<file path="config.mk">
export PLATFORM = sky130hd
export DESIGN_NAME = tc_input_register_map
export DESIGN_NICKNAME = d
export VERILOG_FILES = /design/src/include/tc_input_pkg.sv /design/src/tc_input_register_map.sv
export SDC_FILE = /design/constraint.sdc
export NUM_CORES = 1
export LEC_CHECK = 0
export ABC_CLOCK_PERIOD_IN_PS = 3850
export BUFFER_PORTS_ARGS = -buffer_cell sky130_fd_sc_hd__buf_2
export CAP_MARGIN = 5
export CORE_MARGIN = 2
export CORE_UTILIZATION = 48
export CTS_CLUSTER_SIZE = 8
export DETAILED_ROUTE_END_ITERATION = 10
export GPL_ROUTABILITY_DRIVEN = 0
export HOLD_SLACK_MARGIN = 0.03
export PLACE_DENSITY = 0.85
export REMOVE_ABC_BUFFERS = 1
export SYNTH_ARGS = -nofsm -noshare
export SYNTH_HDL_FRONTEND = slang
export SYNTH_SLANG_ARGS = --single-unit
</file>
<file path="constraint.sdc">
create_clock -name clk_sys_in -period 3.85 [get_ports clk_sys_in]
set_clock_uncertainty 0.05 [all_clocks]
set_input_delay 0.77 -clock clk_sys_in [delete_from_list [all_inputs] [get_ports clk_sys_in]]
set_output_delay 0.77 -clock clk_sys_in [all_outputs]
set_load 0.05 [all_outputs]
</file>
<file path="src/include/tc_input_pkg.sv">
// constants for the thermocouple input register bank
package tc_input_pkg;

    // ************************************************************
    // register offsets (word index within input-register space)
    // ************************************************************
    localparam logic [15:0] OFS_MODULE_STATUS  = 16'h0000;
    localparam logic [15:0] OFS_RANGE_LOW      = 16'h0001;
    localparam logic [15:0] OFS_RANGE_HIGH     = 16'h0002;
    localparam logic [15:0] OFS_JCOMP_LOW      = 16'h0003;
    localparam logic [15:0] OFS_JCOMP_HIGH     = 16'h0004;

    // ************************************************************
    // field positions
    // ************************************************************
    localparam int BIT_IDENTIFY    = 14;
    localparam int BIT_DEFAULT     = 13;
    localparam int RANGE_MSB       = 3;

    // ************************************************************
    // values after reset
    // ************************************************************
    localparam logic [3:0]  RST_RANGE  = 4'h0;
    localparam logic        RST_JCOMP  = 1'b0;
    localparam logic [15:0] RST_WORD   = 16'h0000;

    // ************************************************************
    // value encodings
    // ************************************************************
    localparam logic [15:0] PCT_FULL_POS  = 16'h4E20;  // +20000 = +100 %
    localparam logic [15:0] PCT_FULL_NEG  = 16'hB1E0;  // -20000 = -100 %
    localparam logic [15:0] TEMP_LSB_MC   = 16'h0064;  // 100 mdegC per lsb
    localparam logic [15:0] COUNT_MAX     = 16'hFFFF;  // 65535
    localparam logic [15:0] DOWNSCALE_BRK = 16'h8000;  // 32768
    localparam logic [15:0] UP_BRK_J      = 16'h325F;  // 12895
    localparam logic [15:0] UP_BRK_K      = 16'h4E64;  // 20068
    localparam logic [15:0] UP_BRK_T      = 16'h1AA4;  // 6820
    localparam logic [15:0] UP_BRK_R      = 16'h79D6;  // 31190
    localparam logic [15:0] UP_BRK_S      = 16'h7FFF;  // 32767
    localparam logic [15:0] UP_BRK_E      = 16'h4EED;  // 20205
    localparam logic [15:0] UP_BRK_B      = 16'h5928;  // 22824
    localparam logic [15:0] UP_BRK_N      = 16'h520A;  // 21002

    // ************************************************************
    // range selector codes
    // ************************************************************
    typedef enum logic [3:0] {
        RNG_TC_J   = 4'b0000,
        RNG_TC_K   = 4'b0001,
        RNG_TC_T   = 4'b0010,
        RNG_TC_R   = 4'b0011,
        RNG_TC_S   = 4'b0100,
        RNG_TC_E   = 4'b0101,
        RNG_TC_B   = 4'b0110,
        RNG_TC_N   = 4'b0111,
        RNG_MV100  = 4'b1000,
        RNG_V1     = 4'b1001
    } range_sel_t;

endpackage

</file>
<file path="src/tc_input_register_map.sv">
// input register bank and value encoder for the thermocouple module
// ************************************************************
// Notes on behaviour
// percent as signed 16-bit, 20000 is 100%
// temperature signed 16-bit, 0.1 degC per lsb
// counts are 16-bit words, signed or unsigned
// output discrete bit one means closed/on
// input discrete one means pulled low/active
// holding registers kept in non-volatile storage
// codes 0-7FFF positive, 8000-FFFF negative
// downscale break always reports code 32768
// upscale break reports per-type over-range code
// status bit 14 set during identify blink
// status bit 13 set in factory default mode
// status bit 15 and bits 12-0 read zero
// range selector 4 bits, ten defined codes
// client reads these registers, read-only
// ************************************************************
`timescale 1ns/1ps
module tc_input_register_map
    import tc_input_pkg::*;
#(
    parameter int DATA_W = 16          // register word width
) (
    input  wire logic              clk_sys_in,       // 50 MHz system clock
    input  wire logic              rst_b_in,         // sync reset, active low
    // state sources inside the module
    input  wire logic              identify_in,      // identify blink active
    input  wire logic              default_mode_in,  // factory default mode
    input  wire logic [3:0]        range_low_in,     // group low selector
    input  wire logic [3:0]        range_high_in,    // group high selector
    input  wire logic              jcomp_off_low_in, // 1 = compensation off
    input  wire logic              jcomp_off_high_in,// 1 = compensation off
    // value encoder
    input  wire logic [DATA_W-1:0] conv_value_in,    // linearised value
    input  wire logic              open_sensor_detect_in, // break seen
    input  wire logic              break_downscale_in,    // 1 = downscale
    input  wire logic [3:0]        enc_range_in,     // selector for value
    input  wire logic              discrete_pin_in,  // raw discrete pin
    output logic [DATA_W-1:0]      enc_value_out,    // encoded reading
    output logic                   enc_negative_out, // reading is negative
    output logic                   discrete_bit_out, // reported input bit
    // register read port (read-input-registers function)
    input  wire logic              rd_req_in,        // read strobe
    input  wire logic [15:0]       rd_addr_in,       // word offset
    output logic [DATA_W-1:0]      rd_data_out,      // read data
    output logic                   rd_valid_out,     // one-cycle answer
    output logic                   rd_error_out      // unmapped offset
);

    // ************************************************************
    // captured register contents
    // ************************************************************
    logic [DATA_W-1:0] status_q;      // module status word
    logic [3:0]        range_low_q;   // group low selector
    logic [3:0]        range_high_q;  // group high selector
    logic              jcomp_low_q;   // group low compensation off
    logic              jcomp_high_q;  // group high compensation off

    // status word built from flags; unused bits held at zero
    wire logic [DATA_W-1:0] status_d =
        (DATA_W'(identify_in) << BIT_IDENTIFY)
      | (DATA_W'(default_mode_in) << BIT_DEFAULT);  // see R11

    // sample sources each cycle so a read sees one consistent snapshot
    always_ff @(posedge clk_sys_in) begin
        if (!rst_b_in) begin
            status_q     <= RST_WORD;
            range_low_q  <= RST_RANGE;
            range_high_q <= RST_RANGE;
            jcomp_low_q  <= RST_JCOMP;
            jcomp_high_q <= RST_JCOMP;
        end else begin
            status_q     <= status_d;
            range_low_q  <= range_low_in;
            range_high_q <= range_high_in;
            jcomp_low_q  <= jcomp_off_low_in;
            jcomp_high_q <= jcomp_off_high_in;
        end
    end

    // ************************************************************
    // read decode
    // ************************************************************
    // read-only bank: there is no write path at all
    wire logic hit_status = (rd_addr_in == OFS_MODULE_STATUS);
    wire logic hit_rlow   = (rd_addr_in == OFS_RANGE_LOW);
    wire logic hit_rhigh  = (rd_addr_in == OFS_RANGE_HIGH);
    wire logic hit_jlow   = (rd_addr_in == OFS_JCOMP_LOW);
    wire logic hit_jhigh  = (rd_addr_in == OFS_JCOMP_HIGH);
    wire logic hit_any    = hit_status | hit_rlow | hit_rhigh
                          | hit_jlow | hit_jhigh;

    // selection; unmapped offsets read zero
    wire logic [DATA_W-1:0] rd_mux =
        hit_status ? status_q :
        hit_rlow   ? DATA_W'(range_low_q) :
        hit_rhigh  ? DATA_W'(range_high_q) :
        hit_jlow   ? DATA_W'(jcomp_low_q) :
        hit_jhigh  ? DATA_W'(jcomp_high_q) :
                     RST_WORD;

    // answer registered, one cycle after the strobe
    always_ff @(posedge clk_sys_in) begin
        if (!rst_b_in) begin
            rd_data_out  <= RST_WORD;
            rd_valid_out <= 1'b0;
            rd_error_out <= 1'b0;
        end else begin
            rd_valid_out <= rd_req_in;
            rd_error_out <= rd_req_in & ~hit_any;
            if (rd_req_in) begin
                rd_data_out <= rd_mux;
            end
        end
    end

    // ************************************************************
    // value encoder
    // ************************************************************
    // upscale break code per thermocouple type
    logic [DATA_W-1:0] up_code;       // over-range detent
    always_comb begin
        case (enc_range_in)
            RNG_TC_J: up_code = DATA_W'(UP_BRK_J);
            RNG_TC_K: up_code = DATA_W'(UP_BRK_K);
            RNG_TC_T: up_code = DATA_W'(UP_BRK_T);
            RNG_TC_R: up_code = DATA_W'(UP_BRK_R);
            RNG_TC_S: up_code = DATA_W'(UP_BRK_S);
            RNG_TC_E: up_code = DATA_W'(UP_BRK_E);
            RNG_TC_B: up_code = DATA_W'(UP_BRK_B);
            RNG_TC_N: up_code = DATA_W'(UP_BRK_N);
            // millivolt and reserved selectors saturate at the positive code ceiling 7FFF
            default:  up_code = DATA_W'(UP_BRK_S);
        endcase
    end

    // value already in 0.1 degC or 20000-per-100% form, passed through
    // break replaces it; downscale code is type independent
    wire logic [DATA_W-1:0] enc_d =
        !open_sensor_detect_in ? conv_value_in :    // see R1, see R2
        break_downscale_in     ? DATA_W'(DOWNSCALE_BRK) :
                                 up_code;

    // inputs are active low: report one while pin sits low
    wire logic disc_d = ~discrete_pin_in;           // see R5

    always_ff @(posedge clk_sys_in) begin
        if (!rst_b_in) begin
            enc_value_out    <= RST_WORD;
            enc_negative_out <= 1'b0;
            discrete_bit_out <= 1'b0;
        end else begin
            enc_value_out    <= enc_d;
            enc_negative_out <= enc_d[DATA_W-1];
            discrete_bit_out <= disc_d;
        end
    end

    // holding registers live in external flash; bank is read-only

    // ************************************************************
    // checks
    // ************************************************************
    chk_status_identify: assert property (@(posedge clk_sys_in)
        disable iff (!rst_b_in)
        identify_in |=> status_q[BIT_IDENTIFY])
        else $error("identify flag not reported");

    chk_status_default: assert property (@(posedge clk_sys_in)
        disable iff (!rst_b_in)
        default_mode_in |=> status_q[BIT_DEFAULT])
        else $error("default flag not reported");

    chk_status_unused: assert property (@(posedge clk_sys_in)
        disable iff (!rst_b_in)
        rd_valid_out && $past(hit_status) |->
            rd_data_out[15] == 1'b0 && rd_data_out[12:0] == 13'h0000)
        else $error("unused status bits not zero");

    chk_range_width: assert property (@(posedge clk_sys_in)
        disable iff (!rst_b_in)
        rd_req_in && hit_rlow ##1 rd_valid_out |->
            rd_data_out == DATA_W'($past(range_low_in, 2)))
        else $error("range register wrong");

    chk_break_down: assert property (@(posedge clk_sys_in)
        disable iff (!rst_b_in)
        open_sensor_detect_in && break_downscale_in |=>
            enc_value_out == 16'h8000)
        else $error("downscale code wrong");

    chk_break_up_j: assert property (@(posedge clk_sys_in)
        disable iff (!rst_b_in)
        open_sensor_detect_in && !break_downscale_in &&
            enc_range_in == RNG_TC_J |=> enc_value_out == 16'h325F)
        else $error("upscale J code wrong");

    chk_value_pass: assert property (@(posedge clk_sys_in)
        disable iff (!rst_b_in)
        !open_sensor_detect_in |=> enc_value_out == $past(conv_value_in))
        else $error("value not passed");

    chk_sign_flag: assert property (@(posedge clk_sys_in)
        disable iff (!rst_b_in)
        enc_negative_out == (enc_value_out >= 16'h8000))
        else $error("sign flag wrong");

    chk_discrete_low: assert property (@(posedge clk_sys_in)
        disable iff (!rst_b_in)
        !discrete_pin_in |=> discrete_bit_out)
        else $error("active-low input not reported");

    chk_read_latency: assert property (@(posedge clk_sys_in)
        disable iff (!rst_b_in)
        rd_req_in |=> rd_valid_out ##1 (!rd_valid_out || $past(rd_req_in)))
        else $error("read answer timing wrong");

    // flags must also drop once their source drops
    chk_identify_clear: assert property (@(posedge clk_sys_in)
        disable iff (!rst_b_in)
        !identify_in |=> !status_q[BIT_IDENTIFY])
        else $error("identify flag stuck");

    chk_default_clear: assert property (@(posedge clk_sys_in)
        disable iff (!rst_b_in)
        !default_mode_in |=> !status_q[BIT_DEFAULT])
        else $error("default flag stuck");

    chk_status_zero: assert property (@(posedge clk_sys_in)
        disable iff (!rst_b_in)
        status_q[15] == 1'b0 && status_q[12:0] == 13'h0000)
        else $error("status spare bits set");

    chk_range_high: assert property (@(posedge clk_sys_in)
        disable iff (!rst_b_in)
        rd_req_in && hit_rhigh ##1 rd_valid_out |->
            rd_data_out == DATA_W'($past(range_high_in, 2)))
        else $error("range high register wrong");

    chk_range_upper: assert property (@(posedge clk_sys_in)
        disable iff (!rst_b_in)
        rd_valid_out && $past(hit_rlow || hit_rhigh) |->
            rd_data_out[15:4] == 12'h000)
        else $error("range spare bits set");

    chk_read_unmapped: assert property (@(posedge clk_sys_in)
        disable iff (!rst_b_in)
        rd_req_in && rd_addr_in > 16'h0004 |=>
            rd_error_out && rd_data_out == 16'h0000)
        else $error("unmapped read not refused");

    chk_read_mapped: assert property (@(posedge clk_sys_in)
        disable iff (!rst_b_in)
        rd_req_in && rd_addr_in <= 16'h0004 |=>
            rd_valid_out && !rd_error_out)
        else $error("mapped read refused");

    // one check per upscale detent, literals kept apart from the table
    chk_break_up_k: assert property (@(posedge clk_sys_in)
        disable iff (!rst_b_in)
        open_sensor_detect_in && !break_downscale_in &&
            enc_range_in == RNG_TC_K |=> enc_value_out == 16'h4E64)
        else $error("upscale K code wrong");

    chk_break_up_t: assert property (@(posedge clk_sys_in)
        disable iff (!rst_b_in)
        open_sensor_detect_in && !break_downscale_in &&
            enc_range_in == RNG_TC_T |=> enc_value_out == 16'h1AA4)
        else $error("upscale T code wrong");

    chk_break_up_r: assert property (@(posedge clk_sys_in)
        disable iff (!rst_b_in)
        open_sensor_detect_in && !break_downscale_in &&
            enc_range_in == RNG_TC_R |=> enc_value_out == 16'h79D6)
        else $error("upscale R code wrong");

    chk_break_up_s: assert property (@(posedge clk_sys_in)
        disable iff (!rst_b_in)
        open_sensor_detect_in && !break_downscale_in &&
            enc_range_in == RNG_TC_S |=> enc_value_out == 16'h7FFF)
        else $error("upscale S code wrong");

    chk_break_up_e: assert property (@(posedge clk_sys_in)
        disable iff (!rst_b_in)
        open_sensor_detect_in && !break_downscale_in &&
            enc_range_in == RNG_TC_E |=> enc_value_out == 16'h4EED)
        else $error("upscale E code wrong");

    chk_break_up_b: assert property (@(posedge clk_sys_in)
        disable iff (!rst_b_in)
        open_sensor_detect_in && !break_downscale_in &&
            enc_range_in == RNG_TC_B |=> enc_value_out == 16'h5928)
        else $error("upscale B code wrong");

    chk_break_up_n: assert property (@(posedge clk_sys_in)
        disable iff (!rst_b_in)
        open_sensor_detect_in && !break_downscale_in &&
            enc_range_in == RNG_TC_N |=> enc_value_out == 16'h520A)
        else $error("upscale N code wrong");

    // millivolt and reserved selectors share the positive ceiling
    chk_break_up_mv: assert property (@(posedge clk_sys_in)
        disable iff (!rst_b_in)
        open_sensor_detect_in && !break_downscale_in &&
            enc_range_in >= 4'h8 |=> enc_value_out == 16'h7FFF)
        else $error("upscale millivolt code wrong");

    chk_discrete_high: assert property (@(posedge clk_sys_in)
        disable iff (!rst_b_in)
        discrete_pin_in |=> !discrete_bit_out)
        else $error("idle input reported active");

endmodule

</file>
; ---- Word level (Yosys, flattened, before mapping)
; Memory sizes are Yosys's and may differ from the RTL's.
; Index checks and enable logic that the tools add are counted.
[word_totals]
mem_bits_ro = 120
memories = 1
out_inout_bits = 36
in_bits = 54
regBits = 62
[classes]
eq_ne = 4
mux = 8
n_bitwise = 8
reduce_logical = 1
[memory_table]
columns = name, depth, word_bits, rd, rd_ports_with_merged_regs, wr, line_no
row1 = (name not given), 8, 15, 1, 0, 0, tc_input_register_map.sv:124  ; case (enc_range_in)
[ops]
columns = op, n
row1 = two-way mux 16 bit, 4
row2 = equality test 16 x 2 -> 1 bit (second input constant), 2
row3 = equality test 16 x 1 -> 1 bit (second input constant), 1
row4 = equality test 16 x 3 -> 1 bit (second input constant), 1
row5 = logical NOT 16 bit, 1
row6 = bitwise OR 15 x 14 -> 15 bit, 1
row7 = two-way mux 4 bit, 2
row8 = bitwise OR 1 bit, 4
row9 = two-way mux 1 bit, 2
row10 = inverter 1 bit, 2
row11 = bitwise AND 1 bit, 1

; ---- Longest topological paths before layout
[depth]
word_depth = 7
ltp_mapped = 6

; ---- Worst setup path before layout
; Ideal clock, no wire load.
[synth_path]
kind = input -> register
from = input enc_range_in[0]
to = register enc_value_out[5]
t_required_ns = 3.685
setup_ns = 0.115
setup_slack_ns = 1.952
path_buffers = 0
arrival_ns = 1.734
cell_stages = 6
cell_sequence = inv_1 ha_1 or2_2 a21oi_1 o2bb2ai_1 and2_1
[synth_via]
elab_chain_len = 4
[synth_lines]
columns = element, line_no
row1 = from (decl), tc_input_register_map.sv:38  ; input wire logic [3:0] enc_range_in,
row2 = memory read (8 x 15 bit), --
row3 = two-way mux 16 bit, tc_input_register_map.sv:124
row4 = two-way mux 16 bit, tc_input_register_map.sv:142  ; break_downscale_in ? DATA_W'(DOWNSCALE_BRK) :
row5 = two-way mux 16 bit, tc_input_register_map.sv:141  ; !open_sensor_detect_in ? conv_value_in :
row6 = to (signal assigned), tc_input_register_map.sv:154  ; enc_value_out <= enc_d;
row7 = to (decl), tc_input_register_map.sv:40  ; output logic [DATA_W-1:0] enc_value_out,
; No other way between the ends.
; A chain may end at the register's enable or synchronous reset.

; ---- Final worst setup path
[layout_path]
from = input enc_range_in[1]
to = register enc_value_out[5]
; Same word-level chain as after synthesis.

==> flow_metrics.tcl <==
set metrics [dict create \
    arrival_ns 2.02 \
    rsz0062_at_grt "false" \
    hold_path_startpoint "status_q[13]" \
    dieArea_um2 3980 \
    period_minus_slack_ns 1.81 \
    hold_end "rd_data_out[13]" \
    die-width_um 63.1 \
    io_pins 90 \
    area_growth_pct 27.2 \
    diodes 0 \
    seq_area_frac_synth_pct 44.2 \
    cts_tree "done" \
    synth_top_area_share_pct 44.2 \
    worst-setup-path-type "in2reg" \
    totalWireLength_mm 3.68 \
    grt_pass1_wl_mm 5.88 \
    peakVddDrop_uv 220 \
    cts_setup_buffers 0 \
    hold_depth 1 \
    min_path_type "reg2reg" \
    timing.rr.start "jcomp_high_q" \
    setup_violations 0 \
    clk_pin_slew_ns 0.11 \
    cts_max_level 2 \
    portBuffers 79 \
    vias 1520 \
    via_per_inst 5.03 \
    fin_crit_sh_pct 47.0 \
    switching_share_pct 30.8 \
    cp_max_fo 9 \
    fin_area_um2 2130 \
    cts_buffer_depth 2 \
    cts_buffers 5 \
    seq_power_share_pct 47.3 \
    die_y_um 63.1 \
    syn-cell-area_um2 1680 \
    internal_power_mw 0.594 \
    drv_slew 0 \
    synth_seq_cells 37 \
    ctsHoldBuffers 0 \
    ys_dominant_reg_cell "dfxtp_1" \
    grt_start_max_net_pins 34 \
    status "complete, no violations" \
    powerDensity_nw_per_um2 403 \
    reg2reg_to "rd_data_out[0]" \
    cts_root_buffer "clkbuf_4" \
    postSynth.asyncResetShare_pct 0 \
    worstSkewPairLatency_ns 0.36 \
    yosys_warnings 0 \
    pwr-share-clk_pct 32.2 \
    synthCells 179 \
    synth-edff-count 0 \
    drive_gt1_share_pct 34.8 \
    drtPass1Iterations 4 \
    cp-end-kind "register" \
    avgSynthCellArea_um2 9.36 \
    p_leak_nw 1.06 \
    routedWlPerCell_um 12.2 \
    start_kind "input pin" \
    fin_util_pct 63.9 \
    regToRegSetupSlack_ns 2.89 \
    p_comb_share_pct 20.5 \
    track_usage_pct 18.8 \
    overflow 0 \
    nets 318 \
    antenna_found_initial 0 \
    grt_pass1_vias 1441 \
    fin_setup_tns_ns 0 \
    placed_area_um2 2050 \
    r2r_cells 4 \
    crit_required_ns 4.06 \
    cts_sinks 37 \
    post_cts_resized 0 \
    synthTopCellsByArea "dfxtp_1, ha_1, buf_4, and2_1, nor2b_1" \
    hpwlAfterDp_mm 2.73 \
    drt-initial-drc-count 67 \
    initial_core_util_pct 50.2 \
    core-area_um2 3340 \
    maxCapViolations 0 \
    num_rows 21 \
    post-synth-top-area-cell "dfxtp_1" \
    ant_nets 0 \
    p_total_mw 0.858 \
    drcViolationCount 0 \
    synth.distinct_cells 32 \
    max_freq_ghz 0.552 \
    hold_viol 0 \
    netSwitchingPower_mw 0.264 \
]
## cell usage in the layout (no fill, tap or decap)
cell type | synthesis | routed
nand2_1 | 9 | 9
a21oi_1 | 13 | 13
clkbuf_4 | 0 | 5
nor3b_1 | 1 | 1
o211ai_1 | 5 | 5
o21a_1 | 3 | 3
nor2_1 | 7 | 7
nand4_1 | 1 | 1
o2bb2ai_1 | 1 | 1
ha_1 | 9 | 9
nor2b_1 | 13 | 13
conb_1 | 1 | 10
inv_1 | 7 | 7
nand3b_1 | 3 | 3
o21ai_0 | 2 | 2
bufinv_16 | 0 | 1
nand2b_1 | 1 | 1
mux2i_1 | 6 | 6
and2_1 | 13 | 13
dfxtp_1 | 37 | 37
clkinvlp_4 | 0 | 1
a32o_1 | 2 | 2
a22o_1 | 6 | 6
nor4_1 | 2 | 2
nor3_1 | 6 | 6
a211oi_1 | 2 | 2
nor3_2 | 1 | 1
a21boi_0 | 5 | 5
and3_1 | 1 | 1
buf_2 | 2 | 79
clkinv_4 | 0 | 1
or2_2 | 1 | 1
o31ai_1 | 1 | 1
a41o_1 | 1 | 1
## how the worst max path moves through the flow
stage | startpoint | endpoint | slack [ns] | depth (start not counted)
floorplan | enc_range_in[0] | enc_value_out[5] | 1.95 | 6
global placement | enc_range_in[1] | enc_value_out[5] | 1.72 | 7
detailed placement | enc_range_in[1] | enc_value_out[5] | 1.66 | 7
CTS | rd_data_out[2] | rd_data_out[2] | 2.04 | 1
global route | rd_addr_in[9] | rd_data_out[13] | 1.96 | 5
finish | enc_range_in[1] | enc_value_out[5] | 2.04 | 7
## sequential cells by signal, indices dropped and copies added, names as in the netlist
register	flops
enc_value_out	16
rd_data_out	6
range_high_q	4
range_low_q	4
status_q	2
discrete_bit_out	1
jcomp_high_q	1
jcomp_low_q	1
rd_error_out	1
rd_valid_out	1
## cells by family after synthesis
| kind of cell | after synthesis | synth area share, % |
|---|---|---|
| AO/OA/AOI/OAI | 41 | 17.1 |
| adder cells (fa/ha/maj) | 9 | 6.72 |
| buffers and inverters | 26 | 8.44 |
| flip-flops | 37 | 44.2 |
| multiplexers | 6 | 3.58 |
| other | 1 | 0.224 |
| AND/OR/NAND/NOR | 59 | 19.7 |
## layer usage
| layer | track usage [%] | wire length, µm | vias up |
|---|---|---|---|
| met1 | 18.7 | 1410 | 701 |
| met4 | 8.06 | 44 | 0 |
| li1 | - | - | 741 |
| met3 | 5.54 | 309 | 6 |
| met2 | 35.8 | 1910 | 72 |
| met5 | 0 | 0 | - |
## worst max-delay path, cell delays in order
cell and delay [ns]:
buf_2 0.19, inv_1 0.12, ha_1 0.30, or2_2 0.31, a21oi_1 0.12, o2bb2ai_1 0.07, and2_1 0.15
## power by group through the flow
stage	clock, mW	sequential, mW	combinational [mW]
global placement	0	0.415	0.173
floorplan	0	0.462	0.0657
finish	0.276	0.406	0.176
CTS	0.282	0.407	0.177
detailed placement	0	0.415	0.176
global route	0.299	0.408	0.189
## metrics by stage
stage	cells	hold WS, ns	worst slack, ns
final	302	0.441	2.04
after global routing	302	0.458	1.96
after CTS	302	0.438	2.04
after detailed placement	294	0.411	1.66
after global placement	294	0.395	1.72
after floorplan	169	0.397	1.95
## final cells by class
type / instances / area, µm²
timing repair buffer: 79 / 395
sequential: 37 / 741
clock buffer: 5 / 37.5
multi-input combinational: 125 / 827
clock inverter: 3 / 46.3
tap: 46 / 57.6
fill: 301 / 1210
inverter: 7 / 26.3
## cell usage after synthesis, drive strengths merged (2+ instances only)
library cell / number
nor2b: 13
clkbuf: 6
o21a: 3
ha: 9
a22o: 6
dfxtp: 37
o211ai: 5
nor2: 7
a32o: 2
a21oi: 13
o21ai: 2
nand2: 9
and2: 13
nor3: 7
a211oi: 2
a21boi: 5
nor4: 2
nand3b: 3
buf: 13
mux2i: 6
inv: 7
(Power assumes the default switching activity.)
